File: config.mk
export PLATFORM = sky130hd
export DESIGN_NAME = timer_capture_irq
export DESIGN_NICKNAME = d
export VERILOG_FILES = /design/src/timer_pkg.sv /design/src/pin_edge_sync.sv /design/src/shared_prescaler.sv /design/src/timer_capture_irq.sv
export SDC_FILE = /design/constraint.sdc
export NUM_CORES = 1
export LEC_CHECK = 0
export BUFFER_PORTS_ARGS = -buffer_cell sky130_fd_sc_hd__buf_2
export CORE_UTILIZATION = 53
export CTS_CLUSTER_DIAMETER = 50
export CTS_CLUSTER_SIZE = 12
export DETAILED_ROUTE_END_ITERATION = 12
export HOLD_SLACK_MARGIN = 0.06
export PLACE_DENSITY = 0.85
export SYNTH_ARGS = -nofsm -noshare
export SYNTH_HDL_FRONTEND = slang
export SYNTH_SLANG_ARGS = --single-unit
File: constraint.sdc
create_clock -name clk_i -period 4.7 [get_ports clk_i]
set_input_delay 0.94 -clock clk_i [delete_from_list [all_inputs] [get_ports clk_i]]
set_output_delay 0.94 -clock clk_i [all_outputs]
set_load 0.05 [all_outputs]
File: src/timer_pkg.sv
package timer_pkg;
    // ==========================================================
    // register indices, byte address is four times the index
    localparam logic [9:0] IDX_IRQ_MASK  = 10'h06F;
    localparam logic [9:0] IDX_IRQ_FLAGS = 10'h036;
    localparam logic [9:0] IDX_CAP_LO    = 10'h086;
    localparam logic [9:0] IDX_CAP_HI    = 10'h087;
    localparam logic [9:0] IDX_CTRL_A    = 10'h080;
    localparam logic [9:0] IDX_CTRL_B    = 10'h081;
    localparam logic [9:0] IDX_T0_SEL    = 10'h045;
    localparam logic [9:0] IDX_PRESCALE  = 10'h043;
    // ==========================================================
    // field positions
    localparam int BIT_OVF      = 0;
    localparam int BIT_CMP_A    = 1;
    localparam int BIT_CMP_B    = 2;
    localparam int BIT_CAPTURE  = 5;
    localparam logic [7:0] IRQ_BITS_MASK = 8'h27;
    localparam int BIT_CAP_EDGE = 6;
    localparam int BIT_CAP_SRC  = 5;
    localparam int BIT_PRE_RST  = 0;
    localparam int BIT_SYNC_HLD = 7;
    // ==========================================================
    // reset values
    localparam logic [7:0] IRQ_MASK_RST = 8'h00;
    localparam logic [7:0] FLAGS_RST    = 8'h00;
    localparam logic [7:0] CTRL_RST     = 8'h00;
    // ==========================================================
    // clock select codes and prescaler taps
    localparam logic [2:0] CS_STOP    = 3'h0;
    localparam logic [2:0] CS_DIRECT  = 3'h1;
    localparam logic [2:0] CS_DIV8    = 3'h2;
    localparam logic [2:0] CS_DIV64   = 3'h3;
    localparam logic [2:0] CS_DIV256  = 3'h4;
    localparam logic [2:0] CS_DIV1024 = 3'h5;
    localparam logic [2:0] CS_EXT_FALL = 3'h6;
    localparam logic [2:0] CS_EXT_RISE = 3'h7;
    localparam int PRESCALE_BITS = 10;
    // waveform modes with the capture register as top
    localparam logic [3:0] WM_PFC_CAP  = 4'h8;
    localparam logic [3:0] WM_PC_CAP   = 4'hA;
    localparam logic [3:0] WM_CTC_CAP  = 4'hC;
    localparam logic [3:0] WM_FAST_CAP = 4'hE;

    function automatic logic pick_tick(input logic [2:0] cs,
                                       input logic [3:0] taps,
                                       input logic       pin_pulse,
                                       input logic       halted);
        logic t;
        t = 1'b0;
        case (cs)
            CS_DIRECT:   t = !halted;
            CS_DIV8:     t = taps[0];
            CS_DIV64:    t = taps[1];
            CS_DIV256:   t = taps[2];
            CS_DIV1024:  t = taps[3];
            CS_EXT_FALL: t = pin_pulse;
            CS_EXT_RISE: t = pin_pulse;
            default:     t = 1'b0;
        endcase
        return t;
    endfunction

    function automatic logic cap_is_top(input logic [3:0] wm);
        return (wm == WM_PFC_CAP) || (wm == WM_PC_CAP) ||
               (wm == WM_CTC_CAP) || (wm == WM_FAST_CAP);
    endfunction
endpackage

File: src/pin_edge_sync.sv
`timescale 1ns/1ps
module pin_edge_sync
    import timer_pkg::*;
(
    input  wire logic       clk_i,
    input  wire logic       rst_i,
    input  wire logic       pin_i,
    input  wire logic [2:0] clock_select_i,
    output logic            pulse_o
);
    // ==========================================================
    // synchroniser and edge detector
    // the half-cycle latch is folded into the first flop: same worst case
    logic sync1_r, sync1_nxt;
    logic sync2_r, sync2_nxt;
    logic prev_r,  prev_nxt;

    always_comb begin
        sync1_nxt = pin_i;
        sync2_nxt = sync1_r;
        prev_nxt  = sync2_r;
    end

    always_ff @(posedge clk_i) begin
        if (rst_i) begin
            sync1_r <= 1'b0;
            sync2_r <= 1'b0;
            prev_r  <= 1'b0;
        end else begin
            sync1_r <= sync1_nxt;
            sync2_r <= sync2_nxt;
            prev_r  <= prev_nxt;
        end
    end

    // counter moves on the edge after this pulse, about three cycles in all
    always_comb begin
        pulse_o = 1'b0;
        if (clock_select_i == CS_EXT_RISE)
            pulse_o = sync2_r && !prev_r;
        else if (clock_select_i == CS_EXT_FALL)
            pulse_o = !sync2_r && prev_r;
    end
endmodule

File: src/shared_prescaler.sv
`timescale 1ns/1ps
module shared_prescaler
    import timer_pkg::*;
(
    input  wire logic       clk_i,
    input  wire logic       rst_i,
    input  wire logic       prescaler_reset_i,
    output logic [3:0]      taps_o
);
    // ==========================================================
    // free running divider, taps pulse once per period
    logic [PRESCALE_BITS-1:0] cnt_r, cnt_nxt;

    always_comb begin
        if (prescaler_reset_i)
            cnt_nxt = '0;
        else
            cnt_nxt = cnt_r + 1'b1;
    end

    always_ff @(posedge clk_i) begin
        if (rst_i)
            cnt_r <= '0;
        else
            cnt_r <= cnt_nxt;
    end

    // the held reset also masks taps so every timer on a prescaler tap halts together; external pin sources keep counting
    always_comb begin
        taps_o[0] = !prescaler_reset_i && (&cnt_r[2:0]);
        taps_o[1] = !prescaler_reset_i && (&cnt_r[5:0]);
        taps_o[2] = !prescaler_reset_i && (&cnt_r[7:0]);
        taps_o[3] = !prescaler_reset_i && (&cnt_r[9:0]);
    end
endmodule

File: src/timer_capture_irq.sv
// The Wishbone interface to the registers was left to the implementer.
`timescale 1ns/1ps
module timer_capture_irq
    import timer_pkg::*;
#(
    parameter int ADR_W = 12
)
(
    input  wire logic        clk_i,
    input  wire logic        rst_i,
    input  wire logic        wb_cyc_i,
    input  wire logic        wb_stb_i,
    input  wire logic        wb_we_i,
    input  wire logic [ADR_W-1:0] wb_adr_i,
    input  wire logic [3:0]  wb_sel_i,
    input  wire logic [31:0] wb_dat_i,
    output logic [31:0]      wb_dat_o,
    output logic             wb_ack_o,
    input  wire logic        capture_pin_i,
    input  wire logic        comparator_i,
    input  wire logic        ext_count_pin1_i,
    input  wire logic        ext_count_pin0_i,
    input  wire logic [15:0] count_value_i,
    input  wire logic        cmp_a_match_i,
    input  wire logic        cmp_b_match_i,
    input  wire logic        top_i,
    input  wire logic        overflow_i,
    input  wire logic        global_irq_enable_i,
    input  wire logic [3:0]  vector_ack_i,
    output logic             timer1_tick_o,
    output logic             timer0_tick_o,
    output logic [2:0]       timer1_clock_select_o,
    output logic [2:0]       timer0_clock_select_o,
    output logic [3:0]       waveform_mode_o,
    output logic [15:0]      capture_value_o,
    output logic [3:0]       irq_req_o
);
    // ==========================================================
    // elaboration check
    if (ADR_W < 12) begin : g_adr_check
        $error("address width too small for the register map");
    end

    // ==========================================================
    // register state
    logic [7:0]  irq_mask_r,  irq_mask_nxt;
    logic [7:0]  flags_r,     flags_nxt;
    logic [15:0] capture_r,   capture_nxt;
    logic [7:0]  temp_r,      temp_nxt;
    logic [7:0]  ctrl_a_r,    ctrl_a_nxt;
    logic [7:0]  ctrl_b_r,    ctrl_b_nxt;
    logic [2:0]  t0_sel_r,    t0_sel_nxt;
    logic        pre_rst_r,   pre_rst_nxt;
    logic        sync_hold_r, sync_hold_nxt;
    logic        cap_prev_r,  cap_prev_nxt;
    logic        ack_r,       ack_nxt;
    logic [31:0] dat_r,       dat_nxt;

    // ==========================================================
    // bus decode
    logic        access;
    logic        wr;
    logic        rd;
    logic [9:0]  idx;
    logic        lane0;
    logic [7:0]  wbyte;

    always_comb begin
        access = wb_cyc_i && wb_stb_i && !ack_r;
        lane0  = wb_sel_i[0];
        wr     = access && wb_we_i && lane0;
        rd     = access && !wb_we_i;
        idx    = wb_adr_i[11:2];
        wbyte  = wb_dat_i[7:0];
    end

    // ==========================================================
    // prescaler and pin clocking
    logic [3:0] taps;
    logic       pin1_pulse;
    logic       pin0_pulse;
    logic       halted;

    assign halted = pre_rst_r;

    shared_prescaler u_prescaler (
        .clk_i             (clk_i),
        .rst_i             (rst_i),
        .prescaler_reset_i (pre_rst_r),
        .taps_o            (taps)
    );

    pin_edge_sync u_pin1 (
        .clk_i          (clk_i),
        .rst_i          (rst_i),
        .pin_i          (ext_count_pin1_i),
        .clock_select_i (ctrl_b_r[2:0]),
        .pulse_o        (pin1_pulse)
    );

    pin_edge_sync u_pin0 (
        .clk_i          (clk_i),
        .rst_i          (rst_i),
        .pin_i          (ext_count_pin0_i),
        .clock_select_i (t0_sel_r),
        .pulse_o        (pin0_pulse)
    );

    // each timer picks its own source from the common taps
    always_comb begin
        timer1_tick_o = pick_tick(ctrl_b_r[2:0], taps, pin1_pulse, halted);
        timer0_tick_o = pick_tick(t0_sel_r, taps, pin0_pulse, halted);
    end

    // ==========================================================
    // capture event
    logic cap_src;
    logic cap_edge;
    logic cap_as_top;

    always_comb begin
        cap_as_top = cap_is_top(ctrl_a_r[3:0]);
        cap_src    = ctrl_b_r[BIT_CAP_SRC] ? comparator_i : capture_pin_i;
        cap_prev_nxt = cap_src;
        if (ctrl_b_r[BIT_CAP_EDGE])
            cap_edge = cap_src && !cap_prev_r;
        else
            cap_edge = !cap_src && cap_prev_r;
        // pin is disconnected while the capture register defines top
        cap_edge = cap_edge && !cap_as_top;
    end

    // ==========================================================
    // flag events
    logic [7:0] set_ev;
    logic [7:0] clr_ev;

    always_comb begin
        set_ev = 8'h00;
        set_ev[BIT_CAPTURE] = cap_edge || (cap_as_top && top_i);
        // only true matches reach here, never a forced strobe
        set_ev[BIT_CMP_A] = timer1_tick_o && cmp_a_match_i;
        set_ev[BIT_CMP_B] = timer1_tick_o && cmp_b_match_i;
        set_ev[BIT_OVF]   = overflow_i;
        clr_ev = 8'h00;
        clr_ev[BIT_OVF]     = vector_ack_i[0];
        clr_ev[BIT_CMP_A]   = vector_ack_i[1];
        clr_ev[BIT_CMP_B]   = vector_ack_i[2];
        clr_ev[BIT_CAPTURE] = vector_ack_i[3];
        if (wr && idx == IDX_IRQ_FLAGS)
            clr_ev = clr_ev | (wbyte & IRQ_BITS_MASK);
    end

    // ==========================================================
    // register next state
    always_comb begin
        irq_mask_nxt  = irq_mask_r;
        capture_nxt   = capture_r;
        temp_nxt      = temp_r;
        ctrl_a_nxt    = ctrl_a_r;
        ctrl_b_nxt    = ctrl_b_r;
        t0_sel_nxt    = t0_sel_r;
        sync_hold_nxt = sync_hold_r;
        pre_rst_nxt   = pre_rst_r;
        // set is applied last so it wins over any clear
        flags_nxt = ((flags_r & ~clr_ev) | set_ev) & IRQ_BITS_MASK;
        if (cap_edge)
            capture_nxt = count_value_i;
        // self-clearing unless the hold mode keeps it
        if (!sync_hold_r)
            pre_rst_nxt = 1'b0;
        if (wr) begin
            case (idx)
                IDX_IRQ_MASK: irq_mask_nxt = wbyte & IRQ_BITS_MASK;
                IDX_CAP_HI:   temp_nxt = wbyte;
                IDX_CAP_LO: begin
                    if (!cap_edge)
                        capture_nxt = {temp_r, wbyte};
                end
                IDX_CTRL_A: ctrl_a_nxt = {4'h0, wbyte[3:0]};
                IDX_CTRL_B: ctrl_b_nxt = {wbyte[7:5], 2'b00, wbyte[2:0]};
                IDX_T0_SEL: t0_sel_nxt = wbyte[2:0];
                IDX_PRESCALE: begin
                    sync_hold_nxt = wbyte[BIT_SYNC_HLD];
                    if (wbyte[BIT_PRE_RST])
                        pre_rst_nxt = 1'b1;
                    // leaving hold mode releases every timer at once
                    if (!wbyte[BIT_SYNC_HLD] && !wbyte[BIT_PRE_RST])
                        pre_rst_nxt = 1'b0;
                    else if (wbyte[BIT_SYNC_HLD] && sync_hold_r)
                        pre_rst_nxt = wbyte[BIT_PRE_RST] || pre_rst_r;
                end
                default: ;
            endcase
        end
        // low byte read stages the high byte for a coherent pair
        if (rd && idx == IDX_CAP_LO)
            temp_nxt = capture_r[15:8];
    end

    // ==========================================================
    // bus answer, one wait state for every access
    always_comb begin
        ack_nxt = access;
        dat_nxt = 32'h0000_0000;
        if (rd) begin
            case (idx)
                IDX_IRQ_MASK:  dat_nxt[7:0] = irq_mask_r & IRQ_BITS_MASK;
                IDX_IRQ_FLAGS: dat_nxt[7:0] = flags_r & IRQ_BITS_MASK;
                IDX_CAP_LO:    dat_nxt[7:0] = capture_r[7:0];
                IDX_CAP_HI:    dat_nxt[7:0] = temp_r;
                IDX_CTRL_A:    dat_nxt[7:0] = ctrl_a_r;
                IDX_CTRL_B:    dat_nxt[7:0] = ctrl_b_r;
                IDX_T0_SEL:    dat_nxt[7:0] = {5'h00, t0_sel_r};
                IDX_PRESCALE:  dat_nxt[7:0] = {sync_hold_r, 6'h00, pre_rst_r};
                default:       dat_nxt = 32'h0000_0000;
            endcase
        end
    end

    // ==========================================================
    // registers
    // one block per register keeps each reset value beside its flop
    always_ff @(posedge clk_i) begin
        if (rst_i) begin
            irq_mask_r <= IRQ_MASK_RST;
        end else begin
            irq_mask_r <= irq_mask_nxt;
        end
    end

    always_ff @(posedge clk_i) begin
        if (rst_i) begin
            flags_r <= FLAGS_RST;
        end else begin
            flags_r <= flags_nxt;
        end
    end

    always_ff @(posedge clk_i) begin
        if (rst_i) begin
            capture_r <= 16'h0000;
        end else begin
            capture_r <= capture_nxt;
        end
    end

    always_ff @(posedge clk_i) begin
        if (rst_i) begin
            temp_r <= 8'h00;
        end else begin
            temp_r <= temp_nxt;
        end
    end

    always_ff @(posedge clk_i) begin
        if (rst_i) begin
            ctrl_a_r <= CTRL_RST;
        end else begin
            ctrl_a_r <= ctrl_a_nxt;
        end
    end

    always_ff @(posedge clk_i) begin
        if (rst_i) begin
            ctrl_b_r <= CTRL_RST;
        end else begin
            ctrl_b_r <= ctrl_b_nxt;
        end
    end

    always_ff @(posedge clk_i) begin
        if (rst_i) begin
            t0_sel_r <= CS_STOP;
        end else begin
            t0_sel_r <= t0_sel_nxt;
        end
    end

    always_ff @(posedge clk_i) begin
        if (rst_i) begin
            pre_rst_r <= 1'b0;
        end else begin
            pre_rst_r <= pre_rst_nxt;
        end
    end

    always_ff @(posedge clk_i) begin
        if (rst_i) begin
            sync_hold_r <= 1'b0;
        end else begin
            sync_hold_r <= sync_hold_nxt;
        end
    end

    always_ff @(posedge clk_i) begin
        if (rst_i) begin
            cap_prev_r <= 1'b0;
        end else begin
            cap_prev_r <= cap_prev_nxt;
        end
    end

    always_ff @(posedge clk_i) begin
        if (rst_i) begin
            ack_r <= 1'b0;
        end else begin
            ack_r <= ack_nxt;
        end
    end

    always_ff @(posedge clk_i) begin
        if (rst_i) begin
            dat_r <= 32'h0000_0000;
        end else begin
            dat_r <= dat_nxt;
        end
    end

    // ==========================================================
    // outputs
    always_comb begin
        wb_ack_o = ack_r;
        wb_dat_o = dat_r;
        timer1_clock_select_o = ctrl_b_r[2:0];
        timer0_clock_select_o = t0_sel_r;
        waveform_mode_o = ctrl_a_r[3:0];
        capture_value_o = capture_r;
        irq_req_o[0] = global_irq_enable_i && irq_mask_r[BIT_OVF]
                       && flags_r[BIT_OVF];
        irq_req_o[1] = global_irq_enable_i && irq_mask_r[BIT_CMP_A]
                       && flags_r[BIT_CMP_A];
        irq_req_o[2] = global_irq_enable_i && irq_mask_r[BIT_CMP_B]
                       && flags_r[BIT_CMP_B];
        irq_req_o[3] = global_irq_enable_i && irq_mask_r[BIT_CAPTURE]
                       && flags_r[BIT_CAPTURE];
    end
endmodule

==> results of run 1 <==
-- Yosys cell counts, types with 2 or more instances --
library cell  count
a22oi_1           9
buf_2             4
a21o_1            2
buf_4            30
nor4b_2           2
nor3_1            4
nand3_1          16
ha_1              2
a311oi_2         10
and3_1            9
and4_1            4
or3_1             2
a311oi_1          6
a31oi_1           5
and2_1            6
nand4b_1          2
a222oi_1          5
o21ai_0           4
nand2b_1          5
o211ai_1          2
and3b_1           2
nor2_1           62
mux2i_1          24
nand3b_1          4
dfxtp_1          73
nor2b_1           6
nand2_2           2
a211oi_1          8
nand2_1          56
xor2_1            5
clkbuf_1         12
inv_1             5
nor3b_1           2
a21oi_1          16
xnor2_1           2
-- per-stage QoR --
stage          setup WS (ps)  instance area, um2  total power [mW]
5_1_grt                 1350                4320              1.40
6_report                1490                4320              1.35
4_1_cts                 1480                4320              1.36
3_3_place_gp            1580                4100             0.811
3_5_place_dp            1510                4100             0.814
2_1_floorplan           1920                3810             0.779
-- sequential cells by signal, indices dropped and copies added (netlist names) --
signal / flops
halted: 1
sync_hold_r: 1
irq_mask_r: 4
wb_ack_o: 1
u_pin1.prev_nxt: 1
flags_r: 4
u_pin1.prev_r: 1
cap_prev_r: 1
wb_dat_o: 8
ctrl_a_r: 4
ctrl_b_r: 6
u_pin1.sync1_r: 1
capture_value_o: 16
temp_r: 8
u_pin0.prev_r: 1
timer0_clock_select_o: 3
u_prescaler.cnt_r: 10
u_pin0.prev_nxt: 1
u_pin0.sync1_r: 1
-- metal layers --
metal	vias to the layer above	part of all wire (%)	track usage (%)	wire, um
li1	1626	-	-	-
met1	1643	43	34.3	4100
met2	148	48	41.9	4530
met3	14	6.9	4.81	648
met4	0	1.9	11.8	175
met5	-	0	0	0
-- power groups by stage --
stage / combinational [mW] / clock [mW] / sequential (mW)
global route: 0.171 / 0.582 / 0.643
floorplan: 0.100 / 0 / 0.679
finish: 0.159 / 0.554 / 0.641
CTS: 0.159 / 0.556 / 0.641
global placement: 0.156 / 0 / 0.655
detailed placement: 0.158 / 0 / 0.655
-- worst reg2reg max path, stage by stage (launching register included) --
cell      delay (ps)
dfxtp_1          380
mux2i_1          320
mux2i_1          310
nand2_1          730
nor2_1           410
a311oi_2          80
-- path summary, 6_finish.rpt --
path	endpoint	from	cells past startpoint	slack, ps
setup / recovery	timer1_tick_o	u_prescaler.cnt_r[0]$_SDFF_PP0_	7	1490
hold / removal	u_pin1.prev_nxt$_SDFF_PP0_	u_pin1.sync1_r$_SDFF_PP0_	1	440
hold reg to reg	u_pin1.prev_nxt$_SDFF_PP0_	u_pin1.sync1_r$_SDFF_PP0_	1	440
setup reg to reg	capture_value_o[1]$_SDFF_PP0_	ctrl_b_r[5]$_SDFFE_PP0P_	5	2300
-- logic make-up (layout without fill, tap and decap cells) --
group | count (synthesis) | count (layout)
simple gates | 193 | 193
buf+inv | 54 | 116
compound gates | 73 | 73
other cells | 1 | 24
mux | 25 | 25
flops | 73 | 73
xor+xnor | 7 | 7
fa+ha+maj | 2 | 2
-- cell type report --
cell class / instances / area share [%]
Clock buffer: 12 / 3.36
Sequential cell: 73 / 33.8
Inverter: 5 / 0.435
Clock inverter: 4 / 1.77
Tap cell: 96 / 2.78
Multi-Input combinational cell: 324 / 46.7
Timing Repair Buffer: 95 / 11.1
==> impl_metrics.py, run 1 <==
metrics = {
    "status": {
        "status": "complete, no violations",
    },
    "timing": {
        "final.min_clock_period_ps": 3210,
        "max-slew-margin-rel_pct": 20.4,
        "max_slew.worst_pin.slew_ps": 1190,
        "fin_setup_tns_ps": 0,
        "skew_ps": 9.09,
        "drv_slew": 0,
        "setup_viol": 0,
        "finalHoldViolations": 0,
        "fmax_mhz": 312,
        "rsz0062_at_grt": "false",
        "hold-worst-slack_ps": 443,
        "period_share_pct": 68.2,
    },
    "placed_design": {
        "hpwl_um": 6820,
        "gp_congestion": 0.862,
        "portBuffers": 93,
        "dp_cells": 593,
    },
    "synthesis": {
        "yosys.area.top_type_share_pct": 39.3,
        "synth_cells": 428,
        "synth-edff-count": 0,
        "avgSynthCellArea_um2": 8.69,
        "synth_area_mm2": 0.00372,
        "synth_top_family_by_area": "simple AND/OR/NAND/NOR gates",
        "synth-compound-area-share_pct": 15.9,
        "synth_cell_types": 55,
        "synth_mux_area_share_pct": 6.76,
        "ys.flop_type": "dfxtp_1",
        "synth_area_leaders": "dfxtp_1 (39%), mux2i_1 (6.5%), nor2_1 (6.3%)",
        "synth-simple-area-share_pct": 26.8,
        "ys_seq_area_share_pct": 39.3,
        "yosys_warnings": 0,
        "yosysTopAreaCell": "dfxtp_1",
        "ys_async_sr_fraction_pct": 0,
        "synthAdderAreaFrac_pct": 0.672,
        "synth_xor_area_share_pct": 1.65,
        "synth_seq_cells": 73,
    },
    "setup_path": {
        "worstPathCellList": "ha_1 -> ha_1 -> or3b_2 -> a21boi_0 -> o21ai_0 -> nand2_1 -> buf_2",
        "cp_max_fo": 5,
        "crit_buf_inv": 1,
        "crit_path_end_kind": "output pin",
        "critPathMaxStageDelay_ps": 440,
        "cpMostUsedCell": "ha_1",
        "crit_type": "flip-flop to output pin",
        "start_kind": "flip-flop",
        "cpLargestDelayFamily": "simple AND/OR/NAND/NOR gates",
        "required_ps": 3760,
        "cp.arrival_ps": 2270,
        "cp_slowest_cell": "or3b_2",
    },
    "global_route": {
        "antenna_found_initial": 0,
        "grt_usage_pct": 26.1,
        "grt_pass1_vias": 3102,
        "grt_max_degree": 45,
        "overflow": 0,
        "grt_pass1_wl_um": 15000,
    },
    "clocking": {
        "cts.path.max_buffers": 2,
        "h-tree-depth": 3,
        "clock-sinks": 73,
        "ctsHoldBuffers": 0,
        "ctsResizeCount": 0,
        "clock-root-buffer": "clkbuf_8",
        "cts_tree": "done",
        "insertion_delay_ps": 350,
        "post_cts_buffers": 0,
        "clk_pin_slew_ps": 70,
        "cts_inserted_buffers": 9,
    },
    "drt": {
        "routed_via_density": 5.63,
        "vias": 3431,
        "route.detailed.drc": 0,
        "drt-total-wl_um": 9450,
        "drt-initial-drc-count": 183,
        "first_pass_iters": 5,
        "post_drt_wl_per_cell_um": 15.5,
        "antenna_left": 0,
    },
    "layout": {
        "ff_latch_area_mm2": 0.00146,
        "final_cell_mix": "buf_2 (93), dfxtp_1 (73), nor2_1 (62)",
        "final_util_pct": 63.6,
        "num_antenna_cells": 0,
        "syn2layout_area_growth_pct": 16.1,
        "drive_gt1_share_pct": 25.7,
        "multi_input_area_mm2": 0.00202,
        "final_nets": 592,
        "layout.cells.non_filler": 609,
        "layout.cells.most_common": "buf_2",
        "fill_cells": 541,
    },
    "floorplan": {
        "ios": 147,
        "die_h_um": 85.8,
        "die_x_um": 85.8,
        "rows": 30,
        "core-area_mm2": 0.00679,
        "initial_core_util_pct": 54.8,
        "dieArea_mm2": 0.00736,
    },
    "worst_hold_path": {
        "hold_path.class": "flip-flop to flip-flop",
    },
    "power": {
        "power_frac_seq_pct": 47.3,
        "p_sw_share_pct": 27.2,
        "combPwrFrac_pct": 11.8,
        "power_density_mw_per_mm2": 314,
        "power.share.clock_pct": 40.9,
        "intPower_mw": 0.986,
        "p_leak_nw": 1.86,
        "power_switching_mw": 0.368,
        "worst_ir_drop_vdd_mv": 0.176,
    },
    "flow_run": {
        "max-cap-violations": 0,
    },
}
(Power assumes the default switching activity.)
==> run 2: changes to the inputs <==
- CORE_UTILIZATION: 53 -> 49
- PLACE_DENSITY: 0.85 -> 0.79
- clock period: 4.7 -> 3.2 ns (I/O delays scaled with it)
==> run 2 against run 1 <==
Sequential power rose by 47%. Largest power group unchanged. Flip-flop and latch count is the same. Global-route usage is 2.4 points lower.
==> impl_metrics.py, run 2 (synthesis results as in run 1) <==
metrics = {
    "power": {
        "power_density_mw_per_mm2": 463,
        "worst_ir_drop_vdd_mv": 0.265,
        "p_leak_nw": 1.89,
    },
    "setup_path": {
        "cpLargestDelayFamily": "simple AND/OR/NAND/NOR gates",
        "required_ps": 2560,
        "cpMostUsedCell": "ha_1",
        "cp_max_fo": 5,
        "cp_slowest_cell": "or3b_2",
        "crit_type": "flip-flop to output pin",
        "cp.arrival_ps": 2330,
        "critPathMaxStageDelay_ps": 450,
        "crit_path_end_kind": "output pin",
        "worstPathCellList": "ha_1 -> ha_1 -> or3b_2 -> a21boi_0 -> o21ai_0 -> nand2_1 -> buf_2",
        "start_kind": "flip-flop",
        "crit_buf_inv": 1,
    },
    "clocking": {
        "cts_tree": "done",
        "cts.path.max_buffers": 2,
        "clk_pin_slew_ps": 70,
        "ctsResizeCount": 0,
        "post_cts_buffers": 0,
        "h-tree-depth": 3,
        "insertion_delay_ps": 350,
        "clock-sinks": 73,
        "cts_inserted_buffers": 9,
        "ctsHoldBuffers": 0,
        "clock-root-buffer": "clkbuf_8",
    },
    "placed_design": {
        "hpwl_um": 6540,
        "gp_congestion": 0.928,
        "portBuffers": 93,
        "dp_cells": 598,
    },
    "timing": {
        "setup_viol": 0,
        "rsz0062_at_grt": "false",
        "fin_setup_tns_ps": 0,
        "fmax_mhz": 337,
        "skew_ps": 8.40,
        "finalHoldViolations": 0,
        "max-slew-margin-rel_pct": 55.8,
        "max_slew.worst_pin.slew_ps": 658,
        "period_share_pct": 92.8,
        "drv_slew": 0,
        "final.min_clock_period_ps": 2970,
    },
    "global_route": {
        "grt_pass1_vias": 3034,
        "antenna_found_initial": 0,
        "overflow": 0,
        "grt_max_degree": 33,
        "grt_usage_pct": 23.7,
        "grt_pass1_wl_um": 14300,
    },
    "drt": {
        "drt-total-wl_um": 9080,
        "antenna_left": 0,
        "routed_via_density": 5.47,
        "drt-initial-drc-count": 170,
        "vias": 3357,
        "post_drt_wl_per_cell_um": 14.8,
        "first_pass_iters": 4,
        "route.detailed.drc": 0,
    },
    "floorplan": {
        "core-area_mm2": 0.00729,
        "ios": 147,
        "rows": 31,
        "die_h_um": 89.1,
        "die_x_um": 89.1,
        "dieArea_mm2": 0.00795,
        "initial_core_util_pct": 51.0,
    },
    "worst_hold_path": {
        "hold_path.class": "flip-flop to flip-flop",
    },
    "layout": {
        "layout.cells.non_filler": 614,
        "largest_reg_flops": 16,
        "drive_gt1_share_pct": 26.4,
        "layout.cells.most_common": "buf_2",
        "syn2layout_area_growth_pct": 17.0,
        "fill_cells": 672,
        "num_antenna_cells": 0,
        "final_cell_mix": "buf_2 (93), dfxtp_1 (73), nor2_1 (62)",
        "final_nets": 594,
    },
    "status": {
        "status": "complete, no violations",
    },
    "flow_run": {
        "max-cap-violations": 0,
    },
}
## run 2: changes by cell type in the layout (fill, tap and decap cells not counted), sizes merged
cell,previous run,this run
clkinv,1,2
clkinvlp,1,0
buf,95,97
## run 2: layout make-up
class | count | area [um2] | share of cell area [%]
Inverter | 5 | 18.8 | 0.431
Sequential cell | 73 | 1460 | 33.6
Timing Repair Buffer | 97 | 495 | 11.4
Clock buffer | 12 | 165 | 3.79
Multi-Input combinational cell | 324 | 2020 | 46.3
Tap cell | 99 | 124 | 2.84
Clock inverter | 4 | 73.8 | 1.69
## run 2: through the flow
stage	cell area [um2]	hold slack, ps	utilization (%)	setup WS, ps	total power, mW
final	4360	442	59.7	230	2.02
after floorplan	3810	414	-	720	1.14
after detailed placement	4120	431	56.5	625	1.19
after CTS	4360	448	59.7	241	2.03
after global routing	4360	477	59.7	104	2.09
after global placement	4120	420	56.5	723	1.19
## run 2: report_power, final
part | switching (mW) | total, mW | internal (mW) | leakage, nW
registers | 0.0151 | 0.942 | 0.927 | 0.592
logic | 0.173 | 0.233 | 0.0591 | 1.17
clock network | 0.338 | 0.841 | 0.503 | 0.123
## run 2: worst paths after layout
path / start / to / slack [ps] / cells after the start
hold reg to reg: u_pin1.sync1_r$_SDFF_PP0_ / u_pin1.prev_nxt$_SDFF_PP0_ / 440 / 1
hold / removal: u_pin1.sync1_r$_SDFF_PP0_ / u_pin1.prev_nxt$_SDFF_PP0_ / 440 / 1
setup / recovery: u_prescaler.cnt_r[0]$_SDFF_PP0_ / timer1_tick_o / 230 / 7
setup reg to reg: u_prescaler.cnt_r[0]$_SDFF_PP0_ / flags_r[1]$_SDFF_PP0_ / 1150 / 7
## run 2: metal layers
metal,routed length (um),global-route usage [%],vias to the layer above
met1,4000,30.9,1559
li1,-,-,1630
met3,719,4.62,21
met2,4130,38.0,147
met4,233,11.0,0
met5,0,0,-
